[config.mk]
export PLATFORM = sky130hd
export DESIGN_NAME = dsr_status
export DESIGN_NICKNAME = d
export VERILOG_FILES = /design/src/logic/dsr_pkg.sv /design/src/logic/dsr_sync2.sv /design/src/logic/dsr_status.sv
export SDC_FILE = /design/constraint.sdc
export NUM_CORES = 1
export LEC_CHECK = 0
export BUFFER_PORTS_ARGS = -buffer_cell sky130_fd_sc_hd__buf_4
export CORE_MARGIN = 4
export CORE_UTILIZATION = 26
export CTS_BUF_LIST = sky130_fd_sc_hd__clkbuf_2
export CTS_CLUSTER_DIAMETER = 30
export DETAILED_ROUTE_END_ITERATION = 16
export HOLD_SLACK_MARGIN = 0.03
export PLACE_DENSITY_LB_ADDON = 0.2
export SYNTH_ARGS = -nofsm -noshare
export SYNTH_HDL_FRONTEND = slang
export SYNTH_HIERARCHICAL = 1
export SYNTH_SLANG_ARGS = --single-unit
[constraint.sdc]
create_clock -name core_clk -period 4.85 [get_ports core_clk]
set_clock_uncertainty 0.05 [all_clocks]
set_input_delay 0.485 -clock core_clk [delete_from_list [all_inputs] [get_ports core_clk]]
set_output_delay 0.485 -clock core_clk [all_outputs]
set_load 0.05 [all_outputs]
[src/logic/dsr_pkg.sv]
// package: status word layout, flag commands and device-side carrier types
package dsr_pkg;
    localparam int          STAT_W        = 16;
    localparam int          DEVCODE_W     = 6;
    // status bit positions, bit 0 is the most significant accumulator bit
    localparam int          POS_OFF_LINE  = 0;
    localparam int          POS_HOME_TRK  = 1;
    localparam int          POS_HEAD_LD   = 2;
    localparam int          POS_RSV_LO    = 3;
    localparam int          POS_RSV_HI    = 5;
    localparam int          POS_WPROT     = 6;
    localparam int          POS_UNIT      = 7;
    localparam int          POS_NR_HIST   = 8;
    localparam int          POS_SPARE9    = 9;
    localparam int          POS_BAD_CMD   = 10;
    localparam int          POS_SECT_MIS  = 11;
    localparam int          POS_CHK_MIS   = 12;
    localparam int          POS_CH_LATE   = 13;
    localparam int          POS_XPORT_FLT = 14;
    localparam int          POS_SUMMARY   = 15;
    localparam logic [2:0]  RSV_VALUE     = 3'h0;
    localparam logic        SPARE9_VALUE  = 1'h0;
    localparam logic [15:0] STAT_RESET    = 16'h0000;
    localparam logic [4:0]  ERR_RESET     = 5'h00;

    typedef enum logic [1:0] {
        DSR_FN_NONE  = 2'b00,
        DSR_FN_START = 2'b01,
        DSR_FN_CLEAR = 2'b10,
        DSR_FN_PULSE = 2'b11
    } dsr_flag_fn_e;

    // drive condition levels, arriving from the transport pins
    typedef struct packed {
        logic off_line;
        logic home_track;
        logic head_loaded;
        logic write_prot;
        logic unit;
        logic xport_fault;
    } dsr_drive_s;

    // one-cycle error and data-read events from the controller datapath
    typedef struct packed {
        logic bad_command;
        logic sector_mismatch;
        logic check_mismatch;
        logic channel_late;
        logic data_read;
    } dsr_event_s;
endpackage

[src/logic/dsr_sync2.sv]
// two-flop synchroniser for pin-level inputs
`timescale 1ns/1ps
module dsr_sync2 #(
    parameter int WIDTH = 1
) (
    input  wire logic             core_clk,
    input  wire logic             reset_n,
    input  wire logic             clk_en,
    input  wire logic [WIDTH-1:0] async_in,
    output logic      [WIDTH-1:0] sync_out
);
    typedef struct packed {
        logic [WIDTH-1:0] meta;
        logic [WIDTH-1:0] stable;
    } dsr_sync_s;

    dsr_sync_s st_r;
    dsr_sync_s st_nxt;

    always_comb begin
        st_nxt = st_r;
        if (clk_en) begin
            st_nxt.meta   = async_in;
            st_nxt.stable = st_r.meta;
        end
    end

    always_ff @(posedge core_clk or negedge reset_n) begin
        if (!reset_n) begin
            st_r <= '0;
        end else begin
            st_r <= st_nxt;
        end
    end

    assign sync_out = st_r.stable;
endmodule

[src/logic/dsr_status.sv]
// diskette status word, flag commands and device-code jumpers
`timescale 1ns/1ps
module dsr_status
    import dsr_pkg::*;
(
    input  wire logic                 core_clk,
    input  wire logic                 reset_n,
    input  wire logic                 clk_en,
    input  wire logic [DEVCODE_W-1:0] code_jumper_in,
    input  wire logic [DEVCODE_W-1:0] io_dev_sel,
    input  wire logic                 status_input_instr,
    input  wire logic                 flag_strobe,
    input  wire dsr_flag_fn_e         flag_fn,
    input  wire dsr_drive_s           drive_pins,
    input  wire dsr_event_s           ctl_events,
    input  wire logic                 op_complete,
    output logic [STAT_W-1:0]         cpu_work_reg,
    output logic                      cpu_work_valid,
    output logic [DEVCODE_W-1:0]      device_code,
    output logic                      busy,
    output logic                      done,
    output logic                      op_launch,
    output logic                      xfer_halt
);
    typedef struct packed {
        logic [DEVCODE_W-1:0] dev_code;
        logic                 code_taken;
        logic [1:0]           jmp_settle;
        logic                 not_ready_history;
        logic                 bad_command_flag;
        logic                 sector_mismatch_flag;
        logic                 check_mismatch_flag;
        logic                 channel_late_flag;
        logic                 data_seen;
        logic                 busy;
        logic                 done;
        logic                 launch;
        logic                 halt;
        logic [STAT_W-1:0]    word;
        logic                 word_valid;
    } dsr_state_s;

    dsr_state_s  st_r;
    dsr_state_s  st_nxt;
    dsr_drive_s  drv;
    logic [DEVCODE_W-1:0] jmp;
    logic [STAT_W-1:0]    live_word;
    logic                 any_err;
    logic                 addressed;

    // transport levels and jumpers are off-domain, so two flops first
    dsr_sync2 #(.WIDTH($bits(dsr_drive_s))) u_sync_drive (
        .core_clk (core_clk),
        .reset_n  (reset_n),
        .clk_en   (clk_en),
        .async_in (drive_pins),
        .sync_out (drv)
    );
    dsr_sync2 #(.WIDTH(DEVCODE_W)) u_sync_jmp (
        .core_clk (core_clk),
        .reset_n  (reset_n),
        .clk_en   (clk_en),
        .async_in (code_jumper_in),
        .sync_out (jmp)
    );

    assign addressed = (io_dev_sel == st_r.dev_code) && st_r.code_taken;
    // write fault comes live from the transport, so clear cannot remove it
    assign any_err   = st_r.bad_command_flag | st_r.sector_mismatch_flag | st_r.check_mismatch_flag
                     | st_r.channel_late_flag | drv.xport_fault;

    // bit 0 is the leftmost accumulator bit, hence index STAT_W-1-pos
    always_comb begin
        live_word = STAT_RESET;
        live_word[STAT_W-1-POS_OFF_LINE]  = drv.off_line;
        live_word[STAT_W-1-POS_HOME_TRK]  = drv.home_track;
        live_word[STAT_W-1-POS_HEAD_LD]   = drv.head_loaded;
        live_word[STAT_W-1-POS_RSV_LO -: 3] = RSV_VALUE;
        live_word[STAT_W-1-POS_WPROT]     = drv.write_prot;
        live_word[STAT_W-1-POS_UNIT]      = drv.unit;
        live_word[STAT_W-1-POS_NR_HIST]   = st_r.not_ready_history | drv.off_line;
        live_word[STAT_W-1-POS_SPARE9]    = SPARE9_VALUE;
        live_word[STAT_W-1-POS_BAD_CMD]   = st_r.bad_command_flag;
        live_word[STAT_W-1-POS_SECT_MIS]  = st_r.sector_mismatch_flag;
        live_word[STAT_W-1-POS_CHK_MIS]   = st_r.check_mismatch_flag;
        live_word[STAT_W-1-POS_CH_LATE]   = st_r.channel_late_flag;
        live_word[STAT_W-1-POS_XPORT_FLT] = drv.xport_fault;
        live_word[STAT_W-1-POS_SUMMARY]   = any_err | (st_r.done & ~st_r.data_seen);
    end

    always_comb begin
        st_nxt        = st_r;
        st_nxt.launch = 1'b0;
        st_nxt.halt   = 1'b0;
        st_nxt.word_valid = 1'b0;
        // wait out both synchroniser flops, else the code latches as zero
        if (!st_r.code_taken) begin
            st_nxt.jmp_settle = {st_r.jmp_settle[0], 1'b1};
            if (st_r.jmp_settle[1]) begin
                st_nxt.dev_code   = jmp;
                st_nxt.code_taken = 1'b1;
            end
        end
        // datapath events set flags; flags hold until start or clear, data_seen until start only
        if (ctl_events.bad_command)     st_nxt.bad_command_flag     = 1'b1;
        if (ctl_events.sector_mismatch) st_nxt.sector_mismatch_flag = 1'b1;
        if (ctl_events.check_mismatch)  st_nxt.check_mismatch_flag  = 1'b1;
        if (ctl_events.channel_late)    st_nxt.channel_late_flag    = 1'b1;
        if (ctl_events.data_read)       st_nxt.data_seen            = 1'b1;
        if (drv.off_line)               st_nxt.not_ready_history    = 1'b1;
        if (op_complete && st_r.busy) begin
            st_nxt.busy = 1'b0;
            st_nxt.done = 1'b1;
        end
        if (status_input_instr && addressed) begin
            st_nxt.word       = live_word;
            st_nxt.word_valid = 1'b1;
        end
        if (flag_strobe && addressed) begin
            case (flag_fn)
                DSR_FN_START: begin
                    st_nxt.busy   = 1'b1;
                    st_nxt.done   = 1'b0;
                    st_nxt.launch = 1'b1;
                    st_nxt.data_seen = ctl_events.data_read;
                    st_nxt.bad_command_flag     = ctl_events.bad_command;
                    st_nxt.sector_mismatch_flag = ctl_events.sector_mismatch;
                    st_nxt.check_mismatch_flag  = ctl_events.check_mismatch;
                    st_nxt.channel_late_flag    = ctl_events.channel_late;
                    st_nxt.not_ready_history    = drv.off_line;
                end
                DSR_FN_CLEAR: begin
                    st_nxt.busy   = 1'b0;
                    st_nxt.done   = 1'b0;
                    st_nxt.halt   = 1'b1;
                    st_nxt.bad_command_flag     = ctl_events.bad_command;
                    st_nxt.sector_mismatch_flag = ctl_events.sector_mismatch;
                    st_nxt.check_mismatch_flag  = ctl_events.check_mismatch;
                    st_nxt.channel_late_flag    = ctl_events.channel_late;
                    st_nxt.not_ready_history    = drv.off_line;
                end
                DSR_FN_PULSE: begin
                    // completion in the same cycle wins over the pulse
                    st_nxt.done = op_complete & st_r.busy;
                end
                default: begin
                end
            endcase
        end
        if (!clk_en) begin
            st_nxt = st_r;
        end
    end

    always_ff @(posedge core_clk or negedge reset_n) begin
        if (!reset_n) begin
            st_r <= '0;
        end else begin
            st_r <= st_nxt;
        end
    end

    assign cpu_work_reg   = st_r.word;
    assign cpu_work_valid = st_r.word_valid;
    assign device_code    = st_r.dev_code;
    assign busy           = st_r.busy;
    assign done           = st_r.done;
    assign op_launch      = st_r.launch;
    assign xfer_halt      = st_r.halt;

    a_read_word_load: assert property (@(posedge core_clk) disable iff (!reset_n)
        clk_en && status_input_instr && addressed |=> cpu_work_valid && cpu_work_reg == $past(live_word))
        else $error("status word not returned");
    a_off_line_bit: assert property (@(posedge core_clk) disable iff (!reset_n)
        cpu_work_valid |-> cpu_work_reg[STAT_W-1-POS_OFF_LINE] == $past(drv.off_line))
        else $error("off line bit wrong");
    a_reserved_zero: assert property (@(posedge core_clk) disable iff (!reset_n)
        cpu_work_valid |-> cpu_work_reg[STAT_W-1-POS_RSV_LO -: 3] == RSV_VALUE)
        else $error("reserved bits not fixed");
    a_history_sticky: assert property (@(posedge core_clk) disable iff (!reset_n)
        clk_en && drv.off_line && !(flag_strobe && addressed && flag_fn != DSR_FN_PULSE)
        |=> st_r.not_ready_history)
        else $error("not ready history lost");
    a_bad_cmd_set: assert property (@(posedge core_clk) disable iff (!reset_n)
        clk_en && ctl_events.bad_command |=> st_r.bad_command_flag)
        else $error("illegal command flag not set");
    a_summary_or: assert property (@(posedge core_clk) disable iff (!reset_n)
        cpu_work_valid && $past(any_err) |-> cpu_work_reg[STAT_W-1-POS_SUMMARY])
        else $error("summary misses an error");
    a_start_effect: assert property (@(posedge core_clk) disable iff (!reset_n)
        clk_en && flag_strobe && addressed && flag_fn == DSR_FN_START
        |=> busy && !done && op_launch ##1 !op_launch)
        else $error("start did not take effect");
    a_clear_effect: assert property (@(posedge core_clk) disable iff (!reset_n)
        clk_en && flag_strobe && addressed && flag_fn == DSR_FN_CLEAR && !ctl_events.channel_late
        |=> !busy && !done && xfer_halt && !st_r.channel_late_flag)
        else $error("clear did not take effect");
    a_pulse_done_only: assert property (@(posedge core_clk) disable iff (!reset_n)
        clk_en && flag_strobe && addressed && flag_fn == DSR_FN_PULSE && !op_complete
        |=> !done && busy == $past(busy) && !op_launch)
        else $error("pulse touched more than done");
    a_done_set_wins: assert property (@(posedge core_clk) disable iff (!reset_n)
        clk_en && op_complete && busy && !(flag_strobe && addressed && flag_fn != DSR_FN_PULSE) |=> done)
        else $error("completion did not set done");
    a_code_from_jumpers: assert property (@(posedge core_clk) disable iff (!reset_n)
        $rose(st_r.code_taken) |-> device_code == $past(jmp))
        else $error("device code not taken from jumpers");
    a_code_held: assert property (@(posedge core_clk) disable iff (!reset_n)
        st_r.code_taken |=> device_code == $past(device_code))
        else $error("device code changed after capture");
    a_errors_hold: assert property (@(posedge core_clk) disable iff (!reset_n)
        st_r.check_mismatch_flag && !(flag_strobe && addressed && flag_fn != DSR_FN_PULSE)
        |=> st_r.check_mismatch_flag)
        else $error("error flag dropped early");
endmodule

==> results.md, run 1 <==
* Run status: finished clean
* Fraction of layout cells with a size suffix above 1 at 0.482
* Total congestion overflow at 0
* Max incr delay on CP at between 0.4 and 0.5 ns
* DR vias at 1436
* Num ports at 58
* Hold depth at 2
* Core Area at 10300 sq um
* CTS Sinks at 56
* CP Data Required Time at between 5 and 6 ns
* Critical Path AT at about 2.5 ns
* Synth Warn # at 6
* Worst setup path class: reg -> reg
* Drt pass-1 iters at 4
* Clock slew at reported path FFs at 0.29 ns
* Iteration-0 DRC Markers at 39
* Die Ht at 110 um
* PnR Total Power at between 0.8 and 0.9 mW
* Fin nets at 258
* Filler instances at 1062
* Vias in the first global route at 1463
* CTS max path bufs at 2
* Setup TNS at 0 ns
* R2R depth at 5
* Vias per cell at between 3 and 4
* Htree depth at 2
* # setup viols final at 0
* Antenna-violating nets left at 0
* Yosys reg bits at 56
* Switch share at 0.295
* Most frequent cells in the layout: dfrtp_1, buf_4, mux2_4
* Period utilisation layout at 0.450
* Largest net degree at the start of global routing at 57
* Hold wc startpoint: ctl_events[4]
* Register area share after synthesis at 0.515
* Sw Pwr at 0.262 mW
* Critical-path cell list: nor2b_4 > a2111oi_4 > nor4b_4 > nand3_4 > mux2_4
* Hold path endpoint: live_word[5]$_DFFE_PN0P_
* Peak supply drop at 0.107 mV
* Max_cap viols at 0
* Period minus WS final at 2.18 ns
* First-pass GRT wire length at 7800 um
* Starting density of the core at 0.265
* Post-synth EDFFs at 0
* Clock group share of total power at 0.210
* Routed WL at approximately 5000 um
* Crit path max fanout at 13
* Layout Area Growth over Synthesis at 12.3%
* Finished Cell Area at approximately 3100 sq um
* Reg power frac at 0.595
* Avg Cell Area, Syn at 13.7 sq um
* Slew @ Worst Pin at approximately 0.73 ns
* Final GP Congestion at about 0.64
* Worst Hold Class: in -> reg
* Synth area leaders: dfrtp_1, mux2_4, buf_4
* Setup crit start kind: register
* Final hold violation count at 0
* Drt drc at 0
* Initial antenna violation count at 0
* FF-to-FF End: cpu_work_reg[15]$_DFFE_PN0P_
* Num CTS Buffers at 5
* FP Rows at 37
* Rel. slew slack at 0.513
* Logic pwr share at 0.196
* Top_reg_cell synth: dfrtp_1
* DP HPWL at between 3000 and 4000 um
* Most common cell after layout, fill and taps aside: dfrtp_1
* Slowest CP cell: dfrtp_1
* Flop2flop setup slack at ~2.7 ns
* Die W at roughly 110 um
* Root buffer cell: clkbuf_2
* Top cell type's share of synthesized area at 0.515
* Synth async-reset ratio at 1.00
* Ant diodes at 0
* Pwr Density at 291 nW/um^2
* Critical R2R Launch: device_code[2]$_DFFE_PN0P_
* Area after DPL at 3000 sq um
* Clock latency on the worst-skew pair at 0.42 ns
* Total Routing Usage GR at 0.0849
* Leak pwr at 1.52 nW
* # resized after CTS at 0
* Peak Freq at 0.459 GHz
* RSZ-0062 raised after global routing: no
* Reg area at between 1000 and 1500 sq um
* Mapped Cells at 198
* Area occupied by multi-input gates at between 900 and 1000 sq um
* Yosys cell types at 36
* Post-CTS Setup Repair Bufs at 0
* Endpoint class of the critical path: register
* Cell Area, Synth at 2720 sq um
* Max-slew violations at 0
* Max reg flops at 12
* Die area at 12200 sq um
* CTS tree: done
* WL per Instance at 13.8 um
* Area leader, netlist: dfrtp_1
* I/O Buffers at 53
* P_int at 0.626 mW
## critical path, delay by kind of cell (launching register included)
kind               cells  cell delay (ns)
and+or+nand+nor        3             0.88
muxes                  1             0.39
AOI/OAI and AO/OA      1             0.32
DFF                    1             0.47
## worst max-delay path by stage
| stage | from | slack, ns | end | cells after the start |
|---|---|---|---|---|
| final | device_code[2]$_DFFE_PN0P_ | 2.67 | cpu_work_reg[15]$_DFFE_PN0P_ | 5 |
| after global routing | device_code[2]$_DFFE_PN0P_ | 2.56 | cpu_work_reg[2]$_DFFE_PN0P_ | 5 |
| after CTS | device_code[2]$_DFFE_PN0P_ | 2.64 | cpu_work_reg[15]$_DFFE_PN0P_ | 5 |
| after detailed placement | io_dev_sel[5] | 2.49 | cpu_work_reg[1]$_DFFE_PN0P_ | 6 |
| after global placement | io_dev_sel[5] | 2.53 | cpu_work_reg[0]$_DFFE_PN0P_ | 6 |
| after floorplan | io_dev_sel[5] | 2.80 | cpu_work_reg[0]$_DFFE_PN0P_ | 6 |
## cell families after synthesis
family,share of synthesized area
adders and majority gates,0.0184
DFF,0.515
and+or+nand+nor,0.0653
other,0.00138
AOI/OAI and AO/OA,0.0497
muxes,0.216
buffers and inverters,0.125
xor gates and xnor gates,0.00966
## layout make-up
class / instances / area share
inverters: 11 / 0.0135
clock inverters: 2 / 0.00450
multi-input cells: 95 / 0.325
flip-flops and latches: 56 / 0.458
well taps: 136 / 0.0557
clock buffers: 6 / 0.00982
repair buffers: 54 / 0.133
## Yosys cell counts, drive strengths merged (2+ instances only)
cell	instances
dfrtp	56
mux2	42
buf	38
inv	11
nand2	7
a22o	6
ha	4
nand3	3
nand4	3
nor2	3
o21ai	3
nor2b	2
xnor2	2
## stage by stage
step | utilization | cells | worst slack, ns | hold slack, ns
floorplan | - | 201 | 2.80 | 0.139
global placement | 0.292 | 351 | 2.53 | 0.398
detailed placement | 0.292 | 351 | 2.49 | 0.401
CTS | 0.297 | 360 | 2.64 | 0.154
global route | 0.297 | 360 | 2.56 | 0.126
finish | 0.297 | 360 | 2.67 | 0.191
## timing repair
item,in CTS,in global routing
hold buffers,1,0
endpoints found under the setup margin,0,0
hold endpoints to repair,56,0
## power groups by stage
| stage | Clock (mW) | Combinational (mW) | Sequential, mW |
|---|---|---|---|
| finish | 0.186 | 0.174 | 0.529 |
| global route | 0.216 | 0.186 | 0.535 |
| CTS | 0.199 | 0.177 | 0.530 |
| detailed placement | 0 | 0.177 | 0.538 |
| global placement | 0 | 0.175 | 0.537 |
| floorplan | 0 | 0.151 | 0.535 |
## metal layers
metal  vias up  share of wire  track usage
met5         -              0            0
met3         4          0.083       0.0349
met2        39           0.43        0.123
li1        693              -            -
met1       700           0.48        0.114
met4         0          0.011       0.0290
Note: power is estimated with default switching activity, not from simulation.
==> inputs of run 2 (changes only) <==
==> constraint.sdc (replaced) <==
create_clock -name core_clk -period 1.8 [get_ports core_clk]
set_clock_uncertainty 0.05 [all_clocks]
set_input_delay 0.18 -clock core_clk [delete_from_list [all_inputs] [get_ports core_clk]]
set_output_delay 0.18 -clock core_clk [all_outputs]
set_load 0.05 [all_outputs]
==> run 2 against run 1 <==
Net effect:
- the flow now finishes with violations (negative setup slack)
- final cell count grew 11%
- register-to-register slack worse by 2.8 ns
- sequential power grew to 2.7 times the previous value
- core utilization increased by 4.0 points
- routed wire length grew 6.4%
- sequential cell count is the same
- via count up 9.6%
- design area up 13%
- setup slack lost 2.8 ns
==> results.md, run 2 (synthesized netlist as in run 1, its figures left out) <==
* FP Rows at 37 (unchanged)
* Slew @ Worst Pin at 0.732 ns (was 0.730 ns)
* Leak pwr at 1.71 nW (was 1.52 nW)
* CP top delay family: simple AND/OR/NAND/NOR gates (unchanged)
* Clock slew at reported path FFs at 0.28 ns (was 0.29 ns)
* Routed WL at 5280 um (was 4960 um)
* CP Data Required Time at 2.11 ns (was 5.15 ns)
* Htree depth at 2 (unchanged)
* Slowest CP cell: dfrtp_1 (unchanged)
* Most common cell after layout, fill and taps aside: buf_4 (was dfrtp_1)
* Worst Hold Class: in -> reg (unchanged)
* Max_cap viols at 0 (unchanged)
* Non-Filler Instances at 398 (was 360)
* Ant diodes at 0 (unchanged)
* DR vias at 1574 (was 1436)
* CTS tree: done (unchanged)
* Peak Freq at 0.521 GHz (was 0.459 GHz)
* Critical Path AT at 2.23 ns (was 2.48 ns)
* Num ports at 58 (unchanged)
* Rel. slew slack at 0.512 (was 0.513)
* Filler instances at 1048 (was 1062)
* DP HPWL at 3700 um (was 3570 um)
* RSZ-0062 raised after global routing: yes (was no)
* Dpl cells at 362 (was 351)
* Drt drc at 0 (unchanged)
* Peak supply drop at 0.255 mV (was 0.107 mV)
* Largest net degree at the start of global routing at 57 (unchanged)
* WL per Instance at 13.3 um (was 13.8 um)
* Starting density of the core at 0.265 (unchanged)
* Max incr delay on CP at 0.44 ns (was 0.47 ns)
* Period utilisation layout at 1.07 (was 0.450)
* Initial antenna violation count at 0 (unchanged)
* Setup TNS at -1.61 ns (was 0 ns)
* Vias per cell at 3.95 (was 3.99)
* Iteration-0 DRC Markers at 56 (was 39)
* # setup viols final at 19 (was 0)
* Core Area at 10300 sq um (unchanged)
* Critical-path cell list: nor2b_4 > a2111oi_4 > nor4b_4 > nand3_4 > clkbuf_16 > mux2_4 (was nor2b_4 > a2111oi_4 > nor4b_4 > nand3_4 > mux2_4)
* Die Ht at 110 um (unchanged)
* Max reg flops at 12 (unchanged)
* Die W at 110 um (unchanged)
* Layout Area Growth over Synthesis at 27.4% (was 12.3%)
* Fraction of layout cells with a size suffix above 1 at 0.496 (was 0.482)
* First-pass GRT wire length at 8410 um (was 7800 um)
* Most frequent cells in the layout: buf_4, dfrtp_1, mux2_4 (was dfrtp_1, buf_4, mux2_4)
* Worst setup path class: reg -> reg (unchanged)
* Max-slew violations at 0 (unchanged)
* Total Routing Usage GR at 0.0912 (was 0.0849)
* I/O Buffers at 53 (unchanged)
* Antenna-violating nets left at 0 (unchanged)
* Run status: finished with violations (was finished clean)
* Root buffer cell: clkbuf_2 (unchanged)
* Total congestion overflow at 0 (unchanged)
* Endpoint class of the critical path: register (unchanged)
* Final hold violation count at 0 (unchanged)
* Pwr Density at 697 nW/um^2 (was 291 nW/um^2)
* Setup crit start kind: register (unchanged)
* Num CTS Buffers at 5 (unchanged)
* Period minus WS final at 1.92 ns (was 2.18 ns)
* Clock latency on the worst-skew pair at 0.42 ns (about the same)
* Crit path max fanout at 6 (was 13)
* Vias in the first global route at 1608 (was 1463)
* Final GP Congestion at 0.682 (was 0.641)
* Failing checks: negative setup slack
* Die area at 12200 sq um (unchanged)
* CTS max path bufs at 2 (unchanged)
* Drt pass-1 iters at 2 (was 4)
* Final setup margin at -0.120 ns (was 2.67 ns)
* Fin nets at 297 (was 258)
* CTS Sinks at 56 (unchanged)
* CP bufs+invs at 1 (was 0)
-- run 2: tightest hold or removal path: stages --
cell,delay (ns)
buf_4,0.09
ha_1,0.13
nand4_1,0.11
o21ai_0,0.08
-- run 2: stage by stage --
stage	hold slack (ns)	setup slack (ns)	cell area [sq um]	total power [mW]	util
floorplan	-0.166	-0.150	2730	1.85	-
global placement	0.243	-0.116	3100	1.92	0.301
detailed placement	0.245	-0.144	3100	1.93	0.301
CTS	0.0637	-0.130	3390	2.47	0.330
global route	0.156	-0.186	3470	2.56	0.337
finish	0.124	-0.120	3470	2.42	0.337
-- run 2: layout make-up --
cell class	instances	area (sq um)	area share
clock buffer	5	25.0	0.00722
clock inverter	2	12.5	0.00361
inverter	11	41.3	0.0119
multi-input combinational	95	1020	0.296
sequential	56	1400	0.404
tap	136	170	0.0491
timing repair buffer	93	792	0.228
-- run 2: path summary, 6_finish.rpt --
path                                             from  slack [ns]  cells past startpoint                            endpoint
min in group asynchronous                     reset_n        0.24                      2  u_sync_jmp/sync_out[2]$_DFFE_PN0P_
max in group asynchronous                     reset_n        0.96                      2                st_r[29]$_DFFE_PN0P_
setup / recovery           device_code[2]$_DFFE_PN0P_       -0.12                      6         cpu_work_reg[8]$_DFFE_PN0P_
hold reg to reg                  st_r[27]$_DFFE_PN0P_        0.46                      1                st_r[27]$_DFFE_PN0P_
setup reg to reg           device_code[2]$_DFFE_PN0P_       -0.12                      6         cpu_work_reg[8]$_DFFE_PN0P_
hold / removal                             flag_fn[1]        0.12                      4               xfer_halt$_DFFE_PN0P_
-- run 2: what timing repair did --
| action | CTS | global route |
|---|---|---|
| pin swaps | 4 | 4 |
| cloned | 0 | 1 |
| hold buffers | 21 | 0 |
| endpoints found under the hold margin | 78 | 0 |
| buffers inserted | 3 | 4 |
| endpoints found under the setup margin | 18 | 20 |
| resized for setup | 5 | 5 |
-- run 2: where the power goes --
part | total, mW | leakage (nW) | switching (mW) | internal (mW)
Combinational | 0.517 | 1.02 | 0.259 | 0.258
Clock | 0.475 | 0.0248 | 0.390 | 0.0857
Sequential | 1.43 | 0.673 | 0.0637 | 1.36
-- run 2: per-layer routing --
layer,vias to the layer above,GRT usage,wire length [um]
met5,-,0,0
met4,0,0.0290,66
met3,6,0.0326,381
met2,42,0.125,2190
met1,762,0.133,2640
li1,764,-,-
